[config.mk]
export PLATFORM = sky130hd
export DESIGN_NAME = ekami_top
export DESIGN_NICKNAME = d
export VERILOG_FILES = /design/src/pkg/ekami_pkg.sv /design/src/pkg/ekami_evt_if.sv /design/src/rtl/ekami_pin_det.sv /design/src/rtl/ekami_match_unit.sv /design/src/rtl/ekami_top.sv
export SDC_FILE = /design/constraint.sdc
export NUM_CORES = 1
export LEC_CHECK = 0
export ABC_AREA = 1
export BUFFER_PORTS_ARGS = -buffer_cell sky130_fd_sc_hd__clkbuf_2
export CAP_MARGIN = 10
export CELL_PAD_IN_SITES_DETAIL_PLACEMENT = 1
export CELL_PAD_IN_SITES_GLOBAL_PLACEMENT = 1
export CORE_ASPECT_RATIO = 1.1
export CORE_MARGIN = 1.5
export CORE_UTILIZATION = 32
export CTS_CLUSTER_DIAMETER = 50
export DETAILED_ROUTE_END_ITERATION = 10
export GPL_TIMING_DRIVEN = 0
export PLACE_DENSITY_LB_ADDON = 0.1
export SLEW_MARGIN = 20
export SYNTH_ARGS = -nofsm -noshare
export SYNTH_HDL_FRONTEND = slang
export SYNTH_SLANG_ARGS = --single-unit
[constraint.sdc]
create_clock -name sys_clk -period 12 [get_ports sys_clk]
set_clock_uncertainty 0.2 [all_clocks]
set_input_delay 0 -clock sys_clk [delete_from_list [all_inputs] [get_ports sys_clk]]
set_output_delay 0 -clock sys_clk [all_outputs]
set_load 0.03 [all_outputs]
[src/pkg/ekami_pkg.sv]
// constants shared by the external, key and address-match interrupt block
package ekami_pkg;
    localparam int EXT_N = 4;
    localparam int KEY_N = 4;
    localparam int MATCH_N = 4;
    localparam int MASK_N = 5;
    localparam int FLAG_N = 9;
    localparam int LVL_W = 3;
    localparam int NUM_W = 4;
    localparam int SYNC_N = 2;
    localparam int KEY_FLAG = 4;
    localparam int MATCH_FLAG0 = 5;
    localparam int RET_SHORT = 2;
    localparam int RET_LONG = 1;
    localparam logic [7:0] OFF_VEC = 8'h00;
    localparam logic [7:0] OFF_POL = 8'h04;
    localparam logic [7:0] OFF_KDIR = 8'h08;
    localparam logic [7:0] OFF_MEN_A = 8'h0C;
    localparam logic [7:0] OFF_MEN_B = 8'h10;
    localparam logic [7:0] OFF_LVL = 8'h14;
    localparam logic [7:0] OFF_FLAGS = 8'h18;
    localparam logic [7:0] OFF_CFG = 8'h1C;
    localparam logic [3:0] OFF_RMAD_HI = 4'h2;
    localparam logic [3:0] RST_POL = 4'h0;
    localparam logic [3:0] RST_KDIR = 4'h0;
    localparam logic [1:0] RST_MEN = 2'h0;
    localparam logic [14:0] RST_LVL = 15'h0000;
    localparam logic [8:0] RST_FLAGS = 9'h000;
    localparam logic RST_BUS8 = 1'b0;
    localparam logic [3:0] RST_EDGE_PREV = 4'hF;
    localparam logic RST_KEY_PREV = 1'b1;
endpackage

[src/pkg/ekami_evt_if.sv]
// event carrier between pin detector, match units and the top
`timescale 1ns/10ps
interface ekami_evt_if #(
    parameter int ADDR_W = 20
);
    logic [ekami_pkg::EXT_N-1:0] ext_evt;
    logic key_evt;
    logic key_low;
    logic [ekami_pkg::MATCH_N-1:0] match_evt;
    logic [ekami_pkg::MATCH_N-1:0][ADDR_W-1:0] match_ret;
    modport det (
        output ext_evt,
        output key_evt,
        output key_low
    );
    modport mu (
        output match_evt,
        output match_ret
    );
    modport sink (
        input ext_evt,
        input key_evt,
        input key_low,
        input match_evt,
        input match_ret
    );
endinterface

[src/rtl/ekami_pin_det.sv]
// synchronisers and edge/level detection for external and key pins
`timescale 1ns/10ps
module ekami_pin_det (
    input wire logic sys_clk,
    input wire logic rst,
    input wire logic ce,
    input wire logic [ekami_pkg::EXT_N-1:0] ext_pins,
    input wire logic [ekami_pkg::KEY_N-1:0] key_pins,
    input wire logic [ekami_pkg::EXT_N-1:0] pol,
    input wire logic [ekami_pkg::KEY_N-1:0] kdir,
    ekami_evt_if.det ev
);
    localparam int PIN_N = ekami_pkg::EXT_N + ekami_pkg::KEY_N;
    logic [PIN_N-1:0] s1_q, s1_d, s2_q, s2_d;
    logic [ekami_pkg::EXT_N-1:0] prev_q, prev_d, act;
    logic key_prev_q, key_prev_d, klow;

    always_comb begin
        s1_d = {key_pins, ext_pins};
        s2_d = s1_q;
        // polarity change flips act and can fake an edge
        act = ~(s2_q[ekami_pkg::EXT_N-1:0] ^ pol);
        prev_d = act;
        ev.ext_evt = act & ~prev_q;
        // one aggregate level masks later falls while any pin is held low
        klow = |(~s2_q[PIN_N-1:ekami_pkg::EXT_N] & ~kdir);
        key_prev_d = klow;
        ev.key_evt = klow & ~key_prev_q;
        ev.key_low = klow;
    end

    always_ff @(posedge sys_clk or posedge rst) begin
        if (rst) begin
            s1_q <= '0;
            s2_q <= '0;
            prev_q <= ekami_pkg::RST_EDGE_PREV;
            key_prev_q <= ekami_pkg::RST_KEY_PREV;
        end else if (ce) begin
            s1_q <= s1_d;
            s2_q <= s2_d;
            prev_q <= prev_d;
            key_prev_q <= key_prev_d;
        end
    end
endmodule

[src/rtl/ekami_match_unit.sv]
// address compare units and their stacked return values
`timescale 1ns/10ps
module ekami_match_unit #(
    parameter int ADDR_W = 20
) (
    input wire logic sys_clk,
    input wire logic rst,
    input wire logic ce,
    input wire logic [ADDR_W-1:0] fetch_addr,
    input wire logic fetch_valid,
    input wire logic fetch_short,
    input wire logic fetch_ext,
    input wire logic bus8,
    input wire logic [ekami_pkg::MATCH_N-1:0] en,
    input wire logic [ekami_pkg::MATCH_N-1:0][ADDR_W-1:0] cmp,
    ekami_evt_if.mu ev
);
    logic [ekami_pkg::MATCH_N-1:0][ADDR_W-1:0] ret_q, ret_d;
    logic [ADDR_W-1:0] ret_val;
    logic blocked;

    always_comb begin
        // external area on an 8-bit bus cannot be watched
        blocked = fetch_ext & bus8;
        ret_val = fetch_short ? fetch_addr + ADDR_W'(ekami_pkg::RET_SHORT)
                              : fetch_addr + ADDR_W'(ekami_pkg::RET_LONG);
        ret_d = ret_q;
        for (int i = 0; i < ekami_pkg::MATCH_N; i++) begin
            ev.match_evt[i] = fetch_valid & en[i] & ~blocked
                              & (fetch_addr == cmp[i]);
            if (ev.match_evt[i]) begin
                ret_d[i] = ret_val;
            end
        end
        // next value, so a hit's return word is ready in its own cycle
        ev.match_ret = ret_d;
    end

    always_ff @(posedge sys_clk or posedge rst) begin
        if (rst) begin
            ret_q <= '0;
        end else if (ce) begin
            ret_q <= ret_d;
        end
    end
endmodule

[src/rtl/ekami_top.sv]
// external, key-input and address-match interrupt sources with request flags
// Function
// - each external input requests on the edge its polarity bit selects
// - any input-configured key pin driven low raises a key request
// - a key request wakes the part from wait or stop
// - while one key pin is low, falls on other key pins go unseen
// - a match unit requests just before its compare address executes
// - two bits of each enable register gate the four match units
// - match requests ignore the global enable flag and processor level
// - stacked value is compare address plus two for short forms, else one
// - no address match on external areas with an eight-bit bus
// - reading the vector address clears the top enabled pending flag
// - polarity change may set the flag; software then clears it
// - bit instructions on control registers may lose a racing request
// - accepting reads number and level from vector address, clears flag
// - maskable accept needs global enable, flag set, level above processor
//
// Implementation choices: the register offsets and strobed register access.
`timescale 1ns/10ps
module ekami_top #(
    parameter int ADDR_W = 20
) (
    input wire logic sys_clk,
    input wire logic rst,
    input wire logic ce,
    input wire logic [7:0] reg_addr,
    input wire logic [31:0] reg_wdata,
    input wire logic reg_wr,
    input wire logic reg_rd,
    output logic [31:0] reg_rdata,
    input wire logic [ekami_pkg::EXT_N-1:0] ext_irq_input,
    input wire logic [ekami_pkg::KEY_N-1:0] key_pins,
    input wire logic cpu_i_flag,
    input wire logic [ekami_pkg::LVL_W-1:0] processor_priority_level,
    input wire logic [ADDR_W-1:0] cpu_fetch_addr,
    input wire logic cpu_fetch_valid,
    input wire logic cpu_fetch_short,
    input wire logic cpu_fetch_ext,
    input wire logic cpu_match_ack,
    input wire logic cpu_sleep,
    output logic irq_req,
    output logic [ekami_pkg::NUM_W-1:0] irq_num,
    output logic [ekami_pkg::LVL_W-1:0] irq_level,
    output logic match_req,
    output logic [1:0] match_num,
    output logic [ADDR_W-1:0] match_ret,
    output logic wakeup
);
    localparam int MN = ekami_pkg::MATCH_N;
    localparam int LW = ekami_pkg::LVL_W;

    initial begin
        if (ADDR_W < 2 || ADDR_W > 32) begin
            $error("ekami_top: ADDR_W must lie in 2..32");
        end
        // the packing below is fixed to these package figures
        if (ekami_pkg::EXT_N != 4 || ekami_pkg::KEY_N != 4) begin
            $error("ekami_top: pin groups must be four wide");
        end
        if (ekami_pkg::MATCH_N != 4) begin
            $error("ekami_top: two enable pairs serve four units");
        end
        if (ekami_pkg::MASK_N != ekami_pkg::EXT_N + 1) begin
            $error("ekami_top: maskable sources are pins and key");
        end
        if (ekami_pkg::FLAG_N != ekami_pkg::MASK_N + ekami_pkg::MATCH_N) begin
            $error("ekami_top: one flag per source");
        end
        if (ekami_pkg::MASK_N * LW != 15) begin
            $error("ekami_top: level word is 15 bits");
        end
        if (LW + ekami_pkg::NUM_W != 7) begin
            $error("ekami_top: vector word packs 7 bits");
        end
        if ((1 << ekami_pkg::NUM_W) < ekami_pkg::MASK_N) begin
            $error("ekami_top: source number too narrow");
        end
        if (ekami_pkg::KEY_FLAG != ekami_pkg::EXT_N) begin
            $error("ekami_top: key flag follows pin flags");
        end
        if (ekami_pkg::MATCH_FLAG0 != ekami_pkg::KEY_FLAG + 1) begin
            $error("ekami_top: match flags follow key flag");
        end
        if (ekami_pkg::SYNC_N != 2) begin
            $error("ekami_top: detector has two sync stages");
        end
        if (ekami_pkg::OFF_CFG[7:4] >= ekami_pkg::OFF_RMAD_HI) begin
            $error("ekami_top: map overlaps compare words");
        end
        if (ekami_pkg::RST_EDGE_PREV != 4'hF || !ekami_pkg::RST_KEY_PREV) begin
            $error("ekami_top: edge history must reset high");
        end
        if (ekami_pkg::RET_SHORT != ekami_pkg::RET_LONG + 1) begin
            $error("ekami_top: short forms stack one more");
        end
    end

    typedef struct packed {
        logic valid;
        logic [ekami_pkg::NUM_W-1:0] num;
        logic [LW-1:0] lvl;
    } ekami_pick_t;

    // per-source level field out of the packed level register
    function automatic logic [LW-1:0] lvl_of(input logic [14:0] lv, input int i);
        lvl_of = lv[i*LW +: LW];
    endfunction

    // highest level wins, ties go to the lower source number
    function automatic ekami_pick_t pick_best(input logic [8:0] fl, input logic [14:0] lv);
        ekami_pick_t p;
        logic [LW-1:0] l;
        p = '0;
        l = '0;
        for (int i = 0; i < ekami_pkg::MASK_N; i++) begin
            l = lvl_of(lv, i);
            if (fl[i] && l != '0 && (!p.valid || l > p.lvl)) begin
                p.valid = 1'b1;
                p.num = ekami_pkg::NUM_W'(i);
                p.lvl = l;
            end
        end
        return p;
    endfunction

    // match words sit at 0x20..0x2C
    function automatic logic is_rmad(input logic [7:0] a);
        is_rmad = (a[7:4] == ekami_pkg::OFF_RMAD_HI) && (a[1:0] == 2'h0);
    endfunction

    logic [ekami_pkg::EXT_N-1:0] pol_q, pol_d;
    logic [ekami_pkg::KEY_N-1:0] kdir_q, kdir_d;
    logic [1:0] men_a_q, men_a_d, men_b_q, men_b_d;
    logic [14:0] lvl_q, lvl_d;
    logic [8:0] flag_q, flag_d, evt_set;
    logic bus8_q, bus8_d;
    logic [MN-1:0][ADDR_W-1:0] rmad_q, rmad_d;
    logic [31:0] rdata_q, rdata_d;
    logic irq_req_q, irq_req_d;
    logic [ekami_pkg::NUM_W-1:0] irq_num_q, irq_num_d;
    logic [LW-1:0] irq_lvl_q, irq_lvl_d;
    logic match_req_q, match_req_d;
    logic [1:0] match_num_q, match_num_d;
    logic [ADDR_W-1:0] match_ret_q, match_ret_d;
    logic wake_q, wake_d;
    ekami_pick_t cur_pick, nxt_pick;
    logic vec_rd;

    ekami_evt_if #(.ADDR_W(ADDR_W)) ev ();

    ekami_pin_det u_pin_det (
        .sys_clk(sys_clk),
        .rst(rst),
        .ce(ce),
        .ext_pins(ext_irq_input),
        .key_pins(key_pins),
        .pol(pol_q),
        .kdir(kdir_q),
        .ev(ev.det)
    );

    ekami_match_unit #(.ADDR_W(ADDR_W)) u_match (
        .sys_clk(sys_clk),
        .rst(rst),
        .ce(ce),
        .fetch_addr(cpu_fetch_addr),
        .fetch_valid(cpu_fetch_valid),
        .fetch_short(cpu_fetch_short),
        .fetch_ext(cpu_fetch_ext),
        .bus8(bus8_q),
        .en({men_b_q, men_a_q}),
        .cmp(rmad_q),
        .ev(ev.mu)
    );

    always_comb begin
        pol_d = pol_q;
        kdir_d = kdir_q;
        men_a_d = men_a_q;
        men_b_d = men_b_q;
        lvl_d = lvl_q;
        bus8_d = bus8_q;
        rmad_d = rmad_q;
        rdata_d = '0;
        cur_pick = pick_best(flag_q, lvl_q);
        vec_rd = reg_rd && (reg_addr == ekami_pkg::OFF_VEC);

        // configuration writes
        if (reg_wr) begin
            unique case (reg_addr)
                ekami_pkg::OFF_POL: begin
                    pol_d = reg_wdata[ekami_pkg::EXT_N-1:0];
                end
                ekami_pkg::OFF_KDIR: begin
                    kdir_d = reg_wdata[ekami_pkg::KEY_N-1:0];
                end
                ekami_pkg::OFF_MEN_A: begin
                    men_a_d = reg_wdata[1:0];
                end
                ekami_pkg::OFF_MEN_B: begin
                    men_b_d = reg_wdata[1:0];
                end
                ekami_pkg::OFF_LVL: begin
                    lvl_d = reg_wdata[14:0];
                end
                ekami_pkg::OFF_CFG: begin
                    bus8_d = reg_wdata[0];
                end
                default: begin
                    if (is_rmad(reg_addr)) begin
                        rmad_d[reg_addr[3:2]] = reg_wdata[ADDR_W-1:0];
                    end
                end
            endcase
        end

        // request flags: software may only clear, by writing zero
        flag_d = flag_q;
        if (reg_wr && reg_addr == ekami_pkg::OFF_FLAGS) begin
            flag_d = flag_q & reg_wdata[8:0];
        end
        if (vec_rd && cur_pick.valid) begin
            flag_d[cur_pick.num] = 1'b0;
        end
        if (cpu_match_ack && match_req_q) begin
            flag_d[ekami_pkg::MATCH_FLAG0 + int'(match_num_q)] = 1'b0;
        end
        // set beats clear so a racing event is kept
        evt_set = {ev.match_evt, ev.key_evt, ev.ext_evt};
        flag_d = flag_d | evt_set;

        // read data, valid only in the cycle after the strobe
        if (reg_rd) begin
            unique case (reg_addr)
                ekami_pkg::OFF_VEC: begin
                    rdata_d = {24'h000000, cur_pick.valid, cur_pick.lvl, cur_pick.num};
                end
                ekami_pkg::OFF_POL: begin
                    rdata_d = {28'h0000000, pol_q};
                end
                ekami_pkg::OFF_KDIR: begin
                    rdata_d = {28'h0000000, kdir_q};
                end
                ekami_pkg::OFF_MEN_A: begin
                    rdata_d = {30'h00000000, men_a_q};
                end
                ekami_pkg::OFF_MEN_B: begin
                    rdata_d = {30'h00000000, men_b_q};
                end
                ekami_pkg::OFF_LVL: begin
                    rdata_d = {17'h00000, lvl_q};
                end
                ekami_pkg::OFF_FLAGS: begin
                    rdata_d = {23'h000000, flag_q};
                end
                ekami_pkg::OFF_CFG: begin
                    rdata_d = {30'h00000000, ev.key_low, bus8_q};
                end
                default: begin
                    if (is_rmad(reg_addr)) begin
                        rdata_d = 32'(rmad_q[reg_addr[3:2]]);
                    end
                end
            endcase
        end

        // cpu side is computed from the next flags to avoid a stale cycle
        nxt_pick = pick_best(flag_d, lvl_d);
        irq_req_d = nxt_pick.valid && cpu_i_flag
                    && (nxt_pick.lvl > processor_priority_level);
        irq_num_d = nxt_pick.num;
        irq_lvl_d = nxt_pick.lvl;

        // match requests bypass the enable flag and level
        match_req_d = 1'b0;
        match_num_d = match_num_q;
        match_ret_d = match_ret_q;
        for (int i = MN - 1; i >= 0; i--) begin
            if (flag_d[ekami_pkg::MATCH_FLAG0 + i]) begin
                match_req_d = 1'b1;
                match_num_d = 2'(i);
                match_ret_d = ev.match_ret[i];
            end
        end
        // a fresh hit's word comes from the unit's next value

        // key request held while asleep pulls the core out
        wake_d = cpu_sleep && flag_d[ekami_pkg::KEY_FLAG];
    end

    always_ff @(posedge sys_clk or posedge rst) begin
        if (rst) begin
            pol_q <= ekami_pkg::RST_POL;
            kdir_q <= ekami_pkg::RST_KDIR;
            men_a_q <= ekami_pkg::RST_MEN;
            men_b_q <= ekami_pkg::RST_MEN;
            lvl_q <= ekami_pkg::RST_LVL;
            flag_q <= ekami_pkg::RST_FLAGS;
            bus8_q <= ekami_pkg::RST_BUS8;
            rmad_q <= '0;
            rdata_q <= '0;
            irq_req_q <= 1'b0;
            irq_num_q <= '0;
            irq_lvl_q <= '0;
            match_req_q <= 1'b0;
            match_num_q <= '0;
            match_ret_q <= '0;
            wake_q <= 1'b0;
        end else if (ce) begin
            pol_q <= pol_d;
            kdir_q <= kdir_d;
            men_a_q <= men_a_d;
            men_b_q <= men_b_d;
            lvl_q <= lvl_d;
            flag_q <= flag_d;
            bus8_q <= bus8_d;
            rmad_q <= rmad_d;
            rdata_q <= rdata_d;
            irq_req_q <= irq_req_d;
            irq_num_q <= irq_num_d;
            irq_lvl_q <= irq_lvl_d;
            match_req_q <= match_req_d;
            match_num_q <= match_num_d;
            match_ret_q <= match_ret_d;
            wake_q <= wake_d;
        end
    end

    assign reg_rdata = rdata_q;
    assign irq_req = irq_req_q;
    assign irq_num = irq_num_q;
    assign irq_level = irq_lvl_q;
    assign match_req = match_req_q;
    assign match_num = match_num_q;
    assign match_ret = match_ret_q;
    assign wakeup = wake_q;
endmodule

=== After elaboration in Yosys (flattened, before gate mapping) ===
Index checks and enable logic that the tools add are counted.

* Bits in registers: 282
* Bits of input ports: 82
* Output and inout port bits: 64
* Logic and storage cells: 198

* Add/sub/neg operators: 3
* Order comparisons: 15
* Equal/unequal tests: 12
* Muxes and demuxes: 44
* Bitwise operators: 30
* Reduce and logical (&&, ||, !) cells: 67

{| class="wikitable"
|+ Operators with widths
! kind !! count
|-
| $mux 20 || 13
|-
| $pmux 20 s8 || 1
|-
| $bwmux 80 || 1
|-
| $eq 20x20->1 || 4
|-
| $mux 8 || 10
|-
| $bmux 20 s2 || 1
|-
| $demux 20 s2 || 1
|-
| $eq 8x5->1 const B || 4
|-
| $mux 15 || 2
|-
| $reduce_bool 3->1 || 10
|-
| $logic_and 1x1->1 || 29
|-
| $and 9x9->9 || 3
|-
| $gt 3x3->1 || 9
|-
| $mux 9 || 3
|-
| $add 20x1->20 const B || 1
|-
| $add 20x2->20 const B || 1
|-
| $not 9->9 || 2
|-
| $eq 8x4->1 const B || 2
|-
| $not 4->4 || 4
|-
| $reduce_and 3->1 || 5
|-
| $and 1x1->1 || 14
|-
| $lt 4x5->1 const B || 2
|-
| $or 9x9->9 || 1
|-
| $and 4x4->4 || 2
|-
| 20 further kinds || 46
|}

=== Logic depth before layout (Yosys ltp) ===
* Depth after elaboration: 49
* Depth in mapped cells: 82
* Gate-level depth less buffers: 82

=== Cells and area by module ===
From an unflattened synthesis, not the netlist that was laid out.

* Cell total of the unflattened synthesis: 2,551
* Area total of the unflattened synthesis: 17,476.8 um2

{| class="wikitable"
|+ Modules (own cells, without submodules)
! module !! instances !! cells each !! area an instance (um2) !! sequential area each (um2)
|-
| ekami_top || 1 || 1,175 || 9,389.0 || 4,204.0
|-
| ekami_match_unit || 1 || 1,278 || 7,188.1 || 2,001.9
|-
| ekami_pin_det || 1 || 98 || 899.6 || 531.8
|}

=== Least setup slack after synthesis ===
OpenSTA, ideal clock, no wires.

* Kind: flip-flop to flip-flop
* From: register lvl_q[0]
* To: register irq_req_q (netlist: irq_req)
* Setup time: 83 ps
* Data arrival time: 9,016 ps
* Required time: 11,717 ps
* Setup slack: 2,701 ps
* Cell stages (with the launch flop): 80
* Cells stage by stage: dfrtp_1 inv_1 nand2_1 nand2_1 inv_1 nand2_1 ha_1 nand3b_1 nand2_1 nand2_1 a21oi_1 inv_1 o21ai_0 ha_1 a21oi_1 o21ai_0 nand2_1 nand2_1 [... 44 more ...] nand2_1 and2_1 ha_1 nand2_1 o21ai_0 nand2_1 nand2_1 nand2_2 inv_2 nand2_1 and2_1 ha_1 nand2_1 nor2_1 a211oi_1 a31oi_1 o211ai_1 o21ai_0

{| class="wikitable"
|+ RTL lines
! what !! RTL line !! text
|-
| from (decl) || ekami_top.sv:134 || <nowiki>logic [14:0] lvl_q, lvl_d;</nowiki>
|-
| from (signal assigned) || ekami_top.sv:297 || <nowiki>lvl_q <= ekami_pkg::RST_LVL;</nowiki>
|-
| from (signal assigned) || ekami_top.sv:314 || <nowiki>lvl_q <= lvl_d;</nowiki>
|-
| to (signal assigned) || ekami_top.sv:319 || <nowiki>irq_req_q <= irq_req_d;</nowiki>
|-
| to (decl) || ekami_top.sv:139 || <nowiki>logic irq_req_q, irq_req_d;</nowiki>
|}

==> out/results.txt <==
Outcome: completed
CTS Buffer Depth: 3
Final min period: 11130 ps
Syn Area/Cell: 7.38 um^2
CP arrival: 11410 ps
Setup slack, reg-to-reg: 870 ps
Setup Crit Path Kind: reg2reg
Worst r2r src: lvl_q[1]
GRT overflow: 0
H-tree Lvls: 2
Lkg Pwr: 9.63 nW
Cell count after placement: 2906
F_max: 0.0898 GHz
Core ar.: 48700 um^2
Critical Path RT: 12280 ps
Hold path start: ext_irq_input[0]
Nets@finish: 2484
Crit path top cell by count: nand2_1
Slowest cell on crit path: dlygate4sd3_1
Via count: 15.8k
Hold Path Stages: 4
Synth cell count leaders: 715 x nand2_1, 264 x dfrtp_1, 257 x o21ai_0
Pre-CTS setup slack: 686 ps
RD Place Congestion: 0.884
Die H: 236 um
R2R Path End: irq_req
Fraction of layout cells with a size suffix above 1: 12.9%
Final cell count without fillers: 3061
Top cells by area, synth: dfrtp_1 42%, nand2_1 17%, o21ai_0 8.2%
Post-route cell area: 19500 um^2
Die area: 50500 um^2
Max Cap Viol: 0
Final Hold Fails: 0
WHS Endpoint: u_pin_det.s1_q[0]
FF+latch count, synth: 269
Initial core utilization: 32.3%
DP HPWL: 50700 um
Vias in the first global route: 16.8k
Relative slew slack: 33.5%
Fraction of registers with async set/reset: 100%
Actual slew at the worst max-slew pin: 998 ps
Crit. End Element: register
FILL cells: 6134
Max-slew violations: 0
Synth area leader: dfrtp_1
Max IR drop VDD: 0.102 mV
Worst-path fanout max: 8
R2R depth: 80
TritonCTS clock tree: yes
Yosys cell types: 59
Post-DR wirelength/cell: 21.6 um
Die width: 214 um
CTS Buf Count: 43
Clock-pin slew on the worst setup and hold paths: 60 ps
1st-iter DRT viols: 956
CTS root buf: clkbuf_16
WHS: 20.9 ps
Post-synth top flop: dfrtp_1
Max incr delay on CP: 570 ps
Final ANT Viol Nets: 0
Cell area after placement: 17200 um^2
Synthesized cell area: 15700 um^2
Seq/Total Area, Yosys: 42.8%
Most common cell in the synthesized netlist: nand2_1
Pwr/cell area: 167 nW/um^2
Row cnt: 85
Startpoint class of the critical path: register
Worst min path class: in2reg
Final Routed Wirelength: 66100 um
Largest net degree at the start of global routing: 77
Detailed-router iteration count before antenna repair: 5
Final worst-path cycle share: 92.8%
IO buf count: 107
Syn. warnings: 0
EDFF count, synth: 0
DRC: 0
Final setup vio count: 0
Area fraction of the dominant cell type after synthesis: 42.0%
Clk sinks: 269
Area Overhead vs Synth: 23.9%
Worst-Skew Late Latency: 580 ps
Final WS setup: 865 ps
Initial antenna violation count: 3
Vias per inst: 5.18
I/O Pins: 146
Mapped Cells: 2132
First-pass GRT wire length: 102000 um
Total Routing Usage GR: 26.4%
Setup crit start: lvl_q[1]
## final cells by class
cell class	count	area (um^2)	share of cell area, %
sequential	269	6740	34.6
antenna	1	2.50	0.0128
inverter	217	827	4.24
clock inverter	32	369	1.89
multi-input combinational	1542	7730	39.7
clock buffer	48	1120	5.77
buffer	116	548	2.81
tap	652	816	4.18
timing repair buffer	184	1340	6.88
## kinds of logic (layout without fill, tap and decap cells)
group,count (synthesis),in the layout,share of synthesized area (%)
simple gates,979,979,25.9
compound gates,452,452,16.4
buf+inv,333,597,8.69
flops,269,269,42.8
xor+xnor,66,66,3.67
fa+ha+maj,29,29,2.31
mux,3,3,0.191
other cells,1,14,0.0238
## registers in the layout (all words and copies together), names as in the netlist, 4 cells and up
register,flops
flag_q,9
kdir_q,4
lvl_q,15
match_ret,20
pol_q,4
reg_rdata,20
rmad_q,80
u_match.ret_q,80
u_pin_det.prev_q,4
u_pin_det.s1_q,8
u_pin_det.s2_q,8
## timing repair
action / CTS / global route
endpoints found under the setup margin: 0 / 1
hold endpoints to repair: 278 / 0
hold buffers: 67 / 0
setup buffers: 0 / 7
gates resized for setup: 0 / 23
## worst max-delay path, delay by kind of cell (launching register included)
| family | cells | cell delay (ps) |
|---|---|---|
| simple gates | 46 | 4230 |
| compound gates | 20 | 2660 |
| fa+ha+maj | 9 | 2650 |
| buf+inv | 5 | 870 |
| flops | 1 | 400 |
## power by group
group          total, mW  leakage (nW)  internal, mW  switching, mW
clock               1.31         0.725         0.799          0.514
combinational      0.888          5.29         0.285          0.603
sequential          1.05          3.62         0.994         0.0599
## per-layer routing
layer / vias to the layer above / GRT usage, % / share of wire [%]
met3: 108 / 3.70 / 4.1
met5: - / 0 / 0.041
met4: 4 / 7.62 / 2.8
li1: 7414 / - / -
met2: 376 / 45.4 / 48
met1: 7946 / 34.5 / 45
## how the worst max path moves through the flow
| stage | to | slack (ps) | cells past startpoint |
|---|---|---|---|
| global placement | lvl_q[10] | 350 | 2 |
| detailed placement | irq_req | 690 | 78 |
| finish | irq_req | 870 | 80 |
| global route | irq_req | -10 | 83 |
| floorplan | irq_req | 2700 | 79 |
| CTS | irq_req | 50 | 78 |
## stage by stage
step                      setup TNS, ps  total power [mW]  utilization [%]
final                                 0              3.26             40.0
after global routing              -11.7              3.43             40.0
after CTS                             0              3.25             39.8
after detailed placement              0              1.90             35.4
after global placement                0              1.87             35.2
after floorplan                       0              1.62                -
## cell usage in the layout (no fill, tap or decap), drive strengths merged, types with 14 or more instances in the layout
cell	count
o21ai	275
xor2	33
xnor2	33
buf	60
a221oi	19
a21oi	80
nor2	91
ha	29
o211ai	24
nand4	21
clkinv	14
clkbuf	221
inv	226
nand3	92
dfrtp	264
dlygate4sd3	67
nand2	729
(Power assumes the default switching activity.)
